$ cat config.mk
export PLATFORM = sky130hd
export DESIGN_NAME = ttc_core
export DESIGN_NICKNAME = d
export VERILOG_FILES = /design/src/core/ttc_pkg.sv /design/src/core/ttc_core.sv
export VERILOG_INCLUDE_DIRS = /design/src /design/src/core
export SDC_FILE = /design/constraint.sdc
export NUM_CORES = 1
export LEC_CHECK = 0
export BUFFER_PORTS_ARGS = -buffer_cell sky130_fd_sc_hd__buf_2
export CORE_MARGIN = 4
export CORE_UTILIZATION = 25
export CTS_BUF_LIST = sky130_fd_sc_hd__clkbuf_8
export CTS_CLUSTER_SIZE = 12
export DETAILED_ROUTE_END_ITERATION = 16
export GPL_TIMING_DRIVEN = 1
export PLACE_DENSITY_LB_ADDON = 0.08
export SETUP_SLACK_MARGIN = 0.15
export SYNTH_ARGS = -nofsm -noshare
export SYNTH_HDL_FRONTEND = slang
export SYNTH_SLANG_ARGS = --single-unit
export TNS_END_PERCENT = 10
$ cat constraint.sdc
create_clock -name clk -period 2 [get_ports clk]
set_input_delay 0.1 -clock clk [delete_from_list [all_inputs] [get_ports clk]]
set_output_delay 0.1 -clock clk [all_outputs]
set_load 0.02 [all_outputs]
$ cat src/core/ttc_params.svh
// Constants for the triggered timebase counter
`ifndef TTC_PARAMS_SVH
`define TTC_PARAMS_SVH
`define TTC_CNT_W        8
`define TTC_MAX_BIN      8'hFF
`define TTC_MAX_M100     8'h63
`define TTC_MAX_M60      8'h3B
`define TTC_CARRY_SPAN   8'h0A
`define TTC_OSC_HALF     16'd8
`endif

$ cat src/core/ttc_pkg.sv
// Types for the triggered timebase counter
package ttc_pkg;
    typedef enum logic [1:0] {
        TTC_MODE_BIN  = 2'h0,
        TTC_MODE_M100 = 2'h1,
        TTC_MODE_M60  = 2'h2
    } ttc_mode_t;

    typedef struct packed {
        logic       run;
        logic       carry;
        logic       buf_reset;
        logic       div2;
        logic       div256;
        logic [7:0] count;
    } ttc_stat_t;
endpackage : ttc_pkg

$ cat src/core/ttc_core.sv
// Triggered timebase counter core
`timescale 1ns/1ns
`default_nettype none
`include "ttc_params.svh"

// Behaviour
// - Trigger high puts the control flip-flop in run.
// - Reset high with trigger low clears, releases outputs, stops counting.
// - Trigger wins over reset when both are high.
// - Trigger with timebase low loads zero immediately.
// - Trigger with timebase high loads zero on next falling edge.
// - Run counts on each timebase falling edge; stopped holds.
// - Grounded timing node makes timebase pin an input, else oscillator out.
// - Stopped state enables timing node pull-up unless external timebase.
// - Carry high during last ten counts of decimal variants.
// - Binary variant buffers the control flip-flop reset as an output.
// - Count spans 256, 100 or 60 periods by variant.
// - Divide-by-2 output, and divide-by-256 output rising 128 after trigger in the binary variant.
// - Without reset feedback the counter wraps freely.
// - All count stages update on the same timebase edge.
// - Counter and reset delay stay under half a timebase period.
module ttc_core #(
    parameter ttc_pkg::ttc_mode_t MODE     = ttc_pkg::TTC_MODE_BIN,
    parameter logic [15:0]        OSC_HALF = `TTC_OSC_HALF
) (
    input  wire logic              clk,
    input  wire logic              rst,
    input  wire logic              trigger_pin,
    input  wire logic              reset_pin,
    input  wire logic              timing_node_grounded,
    input  wire logic              timebase_pin_in,
    output logic                   timebase_pin_out,
    output logic                   timebase_pin_oe_n,
    output logic                   timing_node_pullup,
    output logic [7:0]             count_out,
    output logic [7:0]             count_oe_n,
    output logic                   carry_out,
    output logic                   buffered_reset,
    output logic                   div2_out,
    output logic                   div256_out,
    output ttc_pkg::ttc_stat_t     status
);
    import ttc_pkg::*;

    function automatic logic [7:0] max_count(input ttc_mode_t m);
        case (m)
            TTC_MODE_M100: max_count = `TTC_MAX_M100;
            TTC_MODE_M60:  max_count = `TTC_MAX_M60;
            default:       max_count = `TTC_MAX_BIN;
        endcase
    endfunction : max_count

    // Open-drain word, released while not counting
    function automatic logic [7:0] drain_word(input logic       act,
                                              input logic [7:0] bits);
        drain_word = act ? bits : 8'hFF;
    endfunction : drain_word

    localparam logic [7:0] CNT_MAX  = max_count(MODE);
    localparam logic [7:0] CARRY_LO = CNT_MAX - `TTC_CARRY_SPAN + 8'h01;

    // Pin synchronisers
    logic [1:0] trig_s_r;
    logic [1:0] rst_s_r;
    logic [1:0] gnd_s_r;
    logic [1:0] tb_s_r;
    always_ff @(posedge clk or posedge rst)
        if (rst)
        begin
            trig_s_r <= 2'h0;
            rst_s_r  <= 2'h0;
            gnd_s_r  <= 2'h0;
            tb_s_r   <= 2'h0;
        end
        else
        begin
            trig_s_r <= {trig_s_r[0], trigger_pin};
            rst_s_r  <= {rst_s_r[0], reset_pin};
            gnd_s_r  <= {gnd_s_r[0], timing_node_grounded};
            tb_s_r   <= {tb_s_r[0], timebase_pin_in};
        end

    wire trig = trig_s_r[1];
    wire rstp = rst_s_r[1];
    wire ext  = gnd_s_r[1];

    // Internal oscillator
    logic [15:0] osc_cnt_r;
    logic        osc_r;
    logic        run_r;
    wire         osc_wrap = (osc_cnt_r == OSC_HALF - 16'h0001);
    always_ff @(posedge clk or posedge rst)
        if (rst)
        begin
            osc_cnt_r <= 16'h0000;
            osc_r     <= 1'b1;
        end
        else if (ext || !run_r)
        begin
            osc_cnt_r <= 16'h0000;
            osc_r     <= 1'b1;
        end
        else
        begin
            osc_cnt_r <= osc_wrap ? 16'h0000 : osc_cnt_r + 16'h0001;
            osc_r     <= osc_wrap ? ~osc_r : osc_r;
        end

    // Timebase level and falling edge, one clock domain
    wire  tb_lvl = ext ? tb_s_r[1] : osc_r;
    logic tb_prev_r;
    always_ff @(posedge clk or posedge rst)
        if (rst)
            tb_prev_r <= 1'b1;
        else
            tb_prev_r <= tb_lvl;
    wire tb_fall = tb_prev_r && !tb_lvl;

    // Control flip-flop
    logic       loaded_r;
    logic [7:0] cnt_r;
    logic       d256_r;
    wire set_run  = trig;
    wire clr_run  = rstp && !trig;
    wire run_nxt  = set_run ? 1'b1 : (clr_run ? 1'b0 : run_r);
    wire trig_rise = set_run && !run_r;
    // Zero load at once if timebase low, else on next fall
    wire load_now  = trig_rise && !loaded_r && !tb_lvl;
    wire load_fall = run_r && !loaded_r && tb_fall;
    wire load_zero = load_now || load_fall;
    wire at_max    = (cnt_r == CNT_MAX);
    wire step      = run_r && loaded_r && tb_fall;
    wire [7:0] cnt_nxt = at_max ? 8'h00 : cnt_r + 8'h01;

    always_ff @(posedge clk or posedge rst)
        if (rst)
            run_r <= 1'b0;
        else
            run_r <= run_nxt;

    always_ff @(posedge clk or posedge rst)
        if (rst)
        begin
            loaded_r <= 1'b0;
            cnt_r    <= 8'h00;
        end
        // Stop wins over a same-edge step, settled within one clock
        else if (clr_run)
        begin
            loaded_r <= 1'b0;
            cnt_r    <= 8'h00;
        end
        else if (load_zero)
        begin
            loaded_r <= 1'b1;
            cnt_r    <= 8'h00;
        end
        else if (step)
            cnt_r <= cnt_nxt;

    // Divide-by-256: high from count 128, rises 128 periods after start
    always_ff @(posedge clk or posedge rst)
        if (rst)
            d256_r <= 1'b0;
        else if (clr_run || load_zero)
            d256_r <= 1'b0;
        else if (step)
            d256_r <= cnt_nxt[7];

    // Count and drain outputs
    wire       active    = run_r && loaded_r;
    wire [7:0] drain_nxt = drain_word(active, cnt_r);
    wire       carry_nxt = active && (MODE != TTC_MODE_BIN)
                           && (cnt_r >= CARRY_LO);
    always_ff @(posedge clk or posedge rst)
        if (rst)
        begin
            count_out  <= 8'hFF;
            count_oe_n <= 8'hFF;
        end
        else
        begin
            count_out  <= drain_nxt;
            count_oe_n <= drain_nxt;
        end

    // Carry, divider taps and buffered reset
    always_ff @(posedge clk or posedge rst)
        if (rst)
        begin
            carry_out      <= 1'b0;
            buffered_reset <= 1'b0;
            div2_out       <= 1'b0;
            div256_out     <= 1'b0;
        end
        else
        begin
            carry_out      <= carry_nxt;
            buffered_reset <= clr_run;
            div2_out       <= active && cnt_r[0];
            div256_out     <= active && d256_r;
        end

    // Timebase pin and timing node
    always_ff @(posedge clk or posedge rst)
        if (rst)
        begin
            timing_node_pullup <= 1'b0;
            timebase_pin_out   <= 1'b1;
            timebase_pin_oe_n  <= 1'b1;
        end
        else
        begin
            timing_node_pullup <= !run_r && !ext;
            timebase_pin_out   <= osc_r;
            timebase_pin_oe_n  <= ext;
        end

    assign status = '{run:       run_r,
                      carry:     carry_out,
                      buf_reset: buffered_reset,
                      div2:      div2_out,
                      div256:    div256_out,
                      count:     cnt_r};
endmodule : ttc_core
`default_nettype wire

== Word level (Yosys, flattened, before mapping) ==
Cells that the tools add are included.

* Bitwise gates (word level): 1
* Reduce and logical (&&, ||, !) cells: 25
* Add/sub/neg operators: 2
* Equal/unequal tests: 2
* Multiplexer cells: 16

{| class="wikitable"
|+ Operator list
! operator !! number
|-
| 8-bit two-way mux || 5
|-
| 16-bit two-way mux || 2
|-
| 16-bit by 1-bit adder with 16-bit output (second input constant) || 1
|-
| 16-bit by 3-bit equality test with 1-bit output (second input constant) || 1
|-
| 1-bit logical AND || 12
|-
| 1-bit two-way mux || 9
|-
| 8-bit by 1-bit adder with 8-bit output (second input constant) || 1
|-
| 8-bit equality test (second input constant) || 1
|-
| 2-bit nonzero test || 4
|-
| 1-bit zero test || 5
|-
| 1-bit logical OR || 3
|-
| 3-bit nonzero test || 1
|-
| 1-bit inverter || 1
|}

* Output and inout port bits: 36
* Register bits after elaboration: 51
* Word-level logic and storage cells: 64
* Input port bits: 6

== Depth between registers and ports, before layout ==
* Depth in word-level cells: 7
* Gate-level depth with buffers: 6

== Worst setup path after synthesis ==
No wires, ideal clock.

* Path type: register to register
* Start: register gnd_s_r[1]
* End: register cnt_r[3]
* Cell stages (with the launch flop): 6
* Arrival time: 1.726 ns
* Setup time: 0.082 ns
* Setup slack: 0.192 ns
* Path buffers: 1
* Path through: dfrtp_1 -> mux2_4 -> or2_1 -> buf_6 -> or4_1 -> a31oi_1

* Longest elaborated chain between the ends: 7
* Elaborated cells on any way between the ends: 10
* Those cells by class: mux: 3; reduce/logical: 7

{| class="wikitable"
|+ RTL lines
! element !! line !! text
|-
| start: declaration || ttc_core.sv:65 || <nowiki>logic [1:0] gnd_s_r;</nowiki>
|-
| start signal: assignment || ttc_core.sv:79 || <nowiki>gnd_s_r <= {gnd_s_r[0], timing_node_grounded};</nowiki>
|-
| 1-bit two-way mux * || ttc_core.sv:110 || <nowiki>wire tb_lvl = ext ? tb_s_r[1] : osc_r;</nowiki>
|-
| net tb_lvl || ttc_core.sv:110 ||
|-
| 1-bit zero test * || ttc_core.sv:117, ttc_core.sv:128 ||
|-
| 1-bit logical AND || ttc_core.sv:117 || <nowiki>wire tb_fall = tb_prev_r && !tb_lvl;</nowiki>
|-
| 1-bit logical AND || ttc_core.sv:129 || <nowiki>wire load_fall = run_r && !loaded_r && tb_fall;</nowiki>
|-
| 1-bit logical OR || ttc_core.sv:130 || <nowiki>wire load_zero = load_now || load_fall;</nowiki>
|-
| 8-bit two-way mux || ttc_core.sv:153 || <nowiki>else if (load_zero)</nowiki>
|-
| 8-bit two-way mux || ttc_core.sv:148 || <nowiki>else if (clr_run)</nowiki>
|-
| end signal: assignment || ttc_core.sv:159 || <nowiki>cnt_r <= cnt_nxt;</nowiki>
|-
| end: declaration || ttc_core.sv:121 || <nowiki>logic [7:0] cnt_r;</nowiki>
|}

Mark *: on every way through the listed nets, which the timed path passes. The rest lies on a longest branch.
A chain may end at the register's enable or synchronous reset.

== Final worst setup path ==
Same ends and word-level chain as after synthesis.

==> flow_summary.rst <==
.. list-table::
   :header-rows: 1

   * - Metric
     - Value
   * - Result of the run
     - completed
   * - Post-layout minimum cycle time
     - 1.762 ns
   * - Via count of the first global-routing pass
     - 1519
   * - Hold violation total from the final report
     - 0
   * - Tightest Hold Check Type
     - register to register
   * - Count of nets after finishing
     - 249
   * - Fraction of synthesized cell area taken by the top area cell type
     - 0.4392
   * - Non-filler cells, final
     - 350
   * - Total routing usage reported by global routing
     - 0.1000
   * - Global placement routability congestion
     - roughly 0.73
   * - Resized cells post-CTS
     - 0
   * - Net switching fraction of the power
     - 0.2627
   * - Post-route clock skew
     - 0.006407 ns
   * - Max-Slew Margin vs Limit
     - 0.6674
   * - Top-level I/O count
     - 42
   * - Total core area
     - just under 9000 sq um
   * - Buffers and inverters on the worst path
     - 0
   * - Share of final-layout standard cells stronger than drive strength 1
     - 0.3223
   * - Area growth syn-to-layout
     - 18.02%
   * - Average wire per standard cell
     - around 13 microns
   * - Combinational share of power
     - 0.117
   * - Type of element capturing the critical path
     - register
   * - P per Cell Area
     - about 750 nW/um^2
   * - Antenna fix cells
     - 0
   * - Latest clock arrival within the worst-skew pair
     - 0.30 ns
   * - First DRT Iteration DRCs
     - between 70 and 80
   * - Internal power
     - 0.001442 W
   * - Biggest cell delay along the critical path
     - 0.50 ns
   * - Required time at the worst-slack endpoint
     - 2.22 ns
   * - Cell area after synthesis
     - 2222 sq um
   * - DRC violations left
     - 0
   * - Number of antenna violations at the first check in global routing
     - 0
   * - H-tree depth
     - 2
   * - Final Instance Area
     - roughly 2600 sq um
   * - Wire length of the first global-routing pass
     - roughly 8100 microns
   * - Placed instance count
     - about 340
   * - Leakage Power
     - 1.217 nW
   * - Number of standard-cell rows in the floorplan
     - 34
   * - Clock-pin slew of the registers on the worst-case setup and hold paths
     - around 0.090 ns
   * - Async set or reset register ratio after synthesis
     - 1.000
   * - HPWL after detailed placement
     - roughly 3300 microns
   * - Max FO, Critical Path
     - 8
   * - Signal arrival time at the worst endpoint
     - 1.99 ns
   * - GRT Residual Overflow
     - 0
   * - Number of fill cells in the layout
     - approximately 940
   * - Detailed-route via count
     - 1509
   * - Synthesis Warnings
     - 0
   * - Category of the critical setup timing path
     - register to register
   * - Register share of total power
     - 0.566
   * - Die area
     - 10460 sq um
   * - Starting utilization of the core area
     - 0.2561
   * - Top flip-flop cell by instance count after synthesis
     - dfrtp_1
   * - Most frequent cells in the layout
     - dfrtp_1, buf_2, nor2_1, nand2_1, dfstp_2
   * - RSZ-0062 raised after global routing
     - no
   * - Root Buffer
     - clkbuf_8
   * - Worst ir drop on vdd
     - around 0.29 mV
   * - Overall die width
     - 102.3 microns
   * - First drt pass iteration count
     - 4
   * - Reported max-cap violation count
     - 0
   * - Top area cells in the synthesized netlist
     - dfrtp_1, dfstp_2, buf_4
   * - Dominant cell type by area after synthesis
     - dfrtp_1
   * - Measured slew at the worst slew-check pin
     - around 0.5 ns
   * - Kind of cell adding the most delay to the critical path
     - simple AND/OR/NAND/NOR gates
   * - Clock tree from TritonCTS
     - yes
   * - Post-detailed-route via-to-cell ratio
     - roughly 4.3
   * - Startpoint types
     - register
   * - Number of enable flip-flop cells after synthesis
     - 0
   * - Number of sinks driven by the clock tree
     - 51
   * - Gate count after technology mapping
     - 202
   * - Achievable frequency
     - 567.6 MHz
   * - Slew Viols, Final
     - 0
   * - Final critical-path share of the clock period
     - 0.8809
   * - Remaining antenna violation count
     - 0
   * - Die height
     - 102.3 microns
   * - Final count of negative-setup-slack endpoints
     - 0
   * - Proportion of synthesized chip area in sequential cells
     - 0.5811
   * - Series of cell instances along the critical path
     - mux2_4 > or2_1 > or4_1 > a31oi_1
   * - Pin count of the biggest net entering global routing
     - 31
   * - Net switching power of the design
     - roughly 0.00051 W
   * - Clock buffer count from CTS
     - 5
   * - Dpl cell area
     - 2481 sq um
   * - Clock share of power
     - 0.317
   * - Slowest cell on crit path
     - or4_1
   * - Maximum buffer depth of the clock tree
     - 2
   * - Number of unique standard cell types used by synthesis
     - 39
   * - Detailed Route WL
     - 4713 microns
   * - Accumulated negative setup slack
     - 0 ns
   * - Post-synthesis area per instance
     - roughly 11 sq um
   * - Number of flip-flops and latches in the synthesized netlist
     - 51
   * - Port-buffer cells
     - 39
==> per-layer routing <==
metal  GRT usage  wire length (microns)  vias up
met3     0.02457                    202        6
met5           0                      0        -
li1            -                      -      757
met1      0.1436                   2376      708
met4     0.03633                     74        0
met2      0.1459                   2059       38
==> timing repair <==
| item | in CTS | in global routing |
|---|---|---|
| hold buffers | 5 | 0 |
| endpoints found under the setup margin | 0 | 0 |
| hold endpoints to repair | 22 | 0 |
| buffers inserted | 0 | 0 |
==> Yosys cell counts (all sizes together) (2+ instances only) <==
cell type,number
mux2i,2
nor4,6
dfrtp,39
buf,16
and3,6
a21o,4
nand2b,2
or3,3
and4,2
a21oi,7
nand4,7
nor3,4
or2,10
nor2,22
nand3,7
clkbuf,3
o31ai,2
nand2,12
a31oi,3
o21ai,2
xor2,8
inv,4
dfstp,12
ha,2
xnor2,5
or4,2
and2,2
==> stage by stage <==
step	power, W	hold slack [ns]	setup WS (ns)	util
floorplan	0.001298	0.1314	0.1920	-
global placement	0.001355	0.1727	0.2662	0.2859
detailed placement	0.001355	0.1745	0.2530	0.2859
CTS	0.002008	0.3597	0.2298	0.3022
global route	0.002080	0.3696	0.1507	0.3022
finish	0.001956	0.3549	0.2382	0.3022
==> worst reg2reg max path: cells and delay by family, from the launching register on <==
family | cells | cell delay, ns
AOI/OAI and AO/OA | 1 | 0.17
muxes | 1 | 0.36
and+or+nand+nor | 2 | 0.74
DFF | 1 | 0.42
==> state kept, by name (all words and copies together), names as in the netlist, 2 cells and up <==
register and flops:
tb_s_r 2, osc_cnt_r 16, rst_s_r 2, trig_s_r 2, count_oe_n 8, gnd_s_r 2
cnt_r 8
==> kinds of logic after synthesis <==
family / Yosys count / share of synthesized area
other: 1 / 0.001688
AOI/OAI and AO/OA: 20 / 0.05743
xor gates and xnor gates: 13 / 0.05124
and+or+nand+nor: 89 / 0.2151
buffers and inverters: 23 / 0.06644
muxes: 3 / 0.01576
DFF: 51 / 0.5811
adders and majority gates: 2 / 0.01126
==> worst paths after layout <==
path,start,endpoint,slack [ns],cells past startpoint
worst max-delay path,gnd_s_r[1],cnt_r[3],0.24,4
max in group asynchronous,rst,timebase_pin_oe_n,1.02,4
worst max register to register,gnd_s_r[1],cnt_r[3],0.24,4
min in group asynchronous,rst,buffered_reset,0.36,3
worst min register to register,trig_s_r[0],trig_s_r[1],0.35,0
worst min-delay path,trig_s_r[0],trig_s_r[1],0.35,0
==> power by group through the flow <==
stage | sequential [W] | clock (W) | combinational (W)
CTS | 0.00111 | 0.000665 | 0.000235
global placement | 0.00113 | 0 | 0.000229
floorplan | 0.00116 | 0 | 0.000140
detailed placement | 0.00113 | 0 | 0.000227
finish | 0.00111 | 0.000619 | 0.000230
global route | 0.00111 | 0.000708 | 0.000257
==> layout make-up <==
class / instances / area, sq um / area share
clock inverters: 2 / 8.758 / 0.003340
clock buffers: 6 / 82.58 / 0.03149
flip-flops and latches: 51 / 1291 / 0.4924
inverters: 4 / 15.01 / 0.005725
repair buffers: 50 / 302.8 / 0.1155
multi-input cells: 129 / 787.0 / 0.3001
well taps: 108 / 135.1 / 0.05153
(Power assumes the default switching activity.)
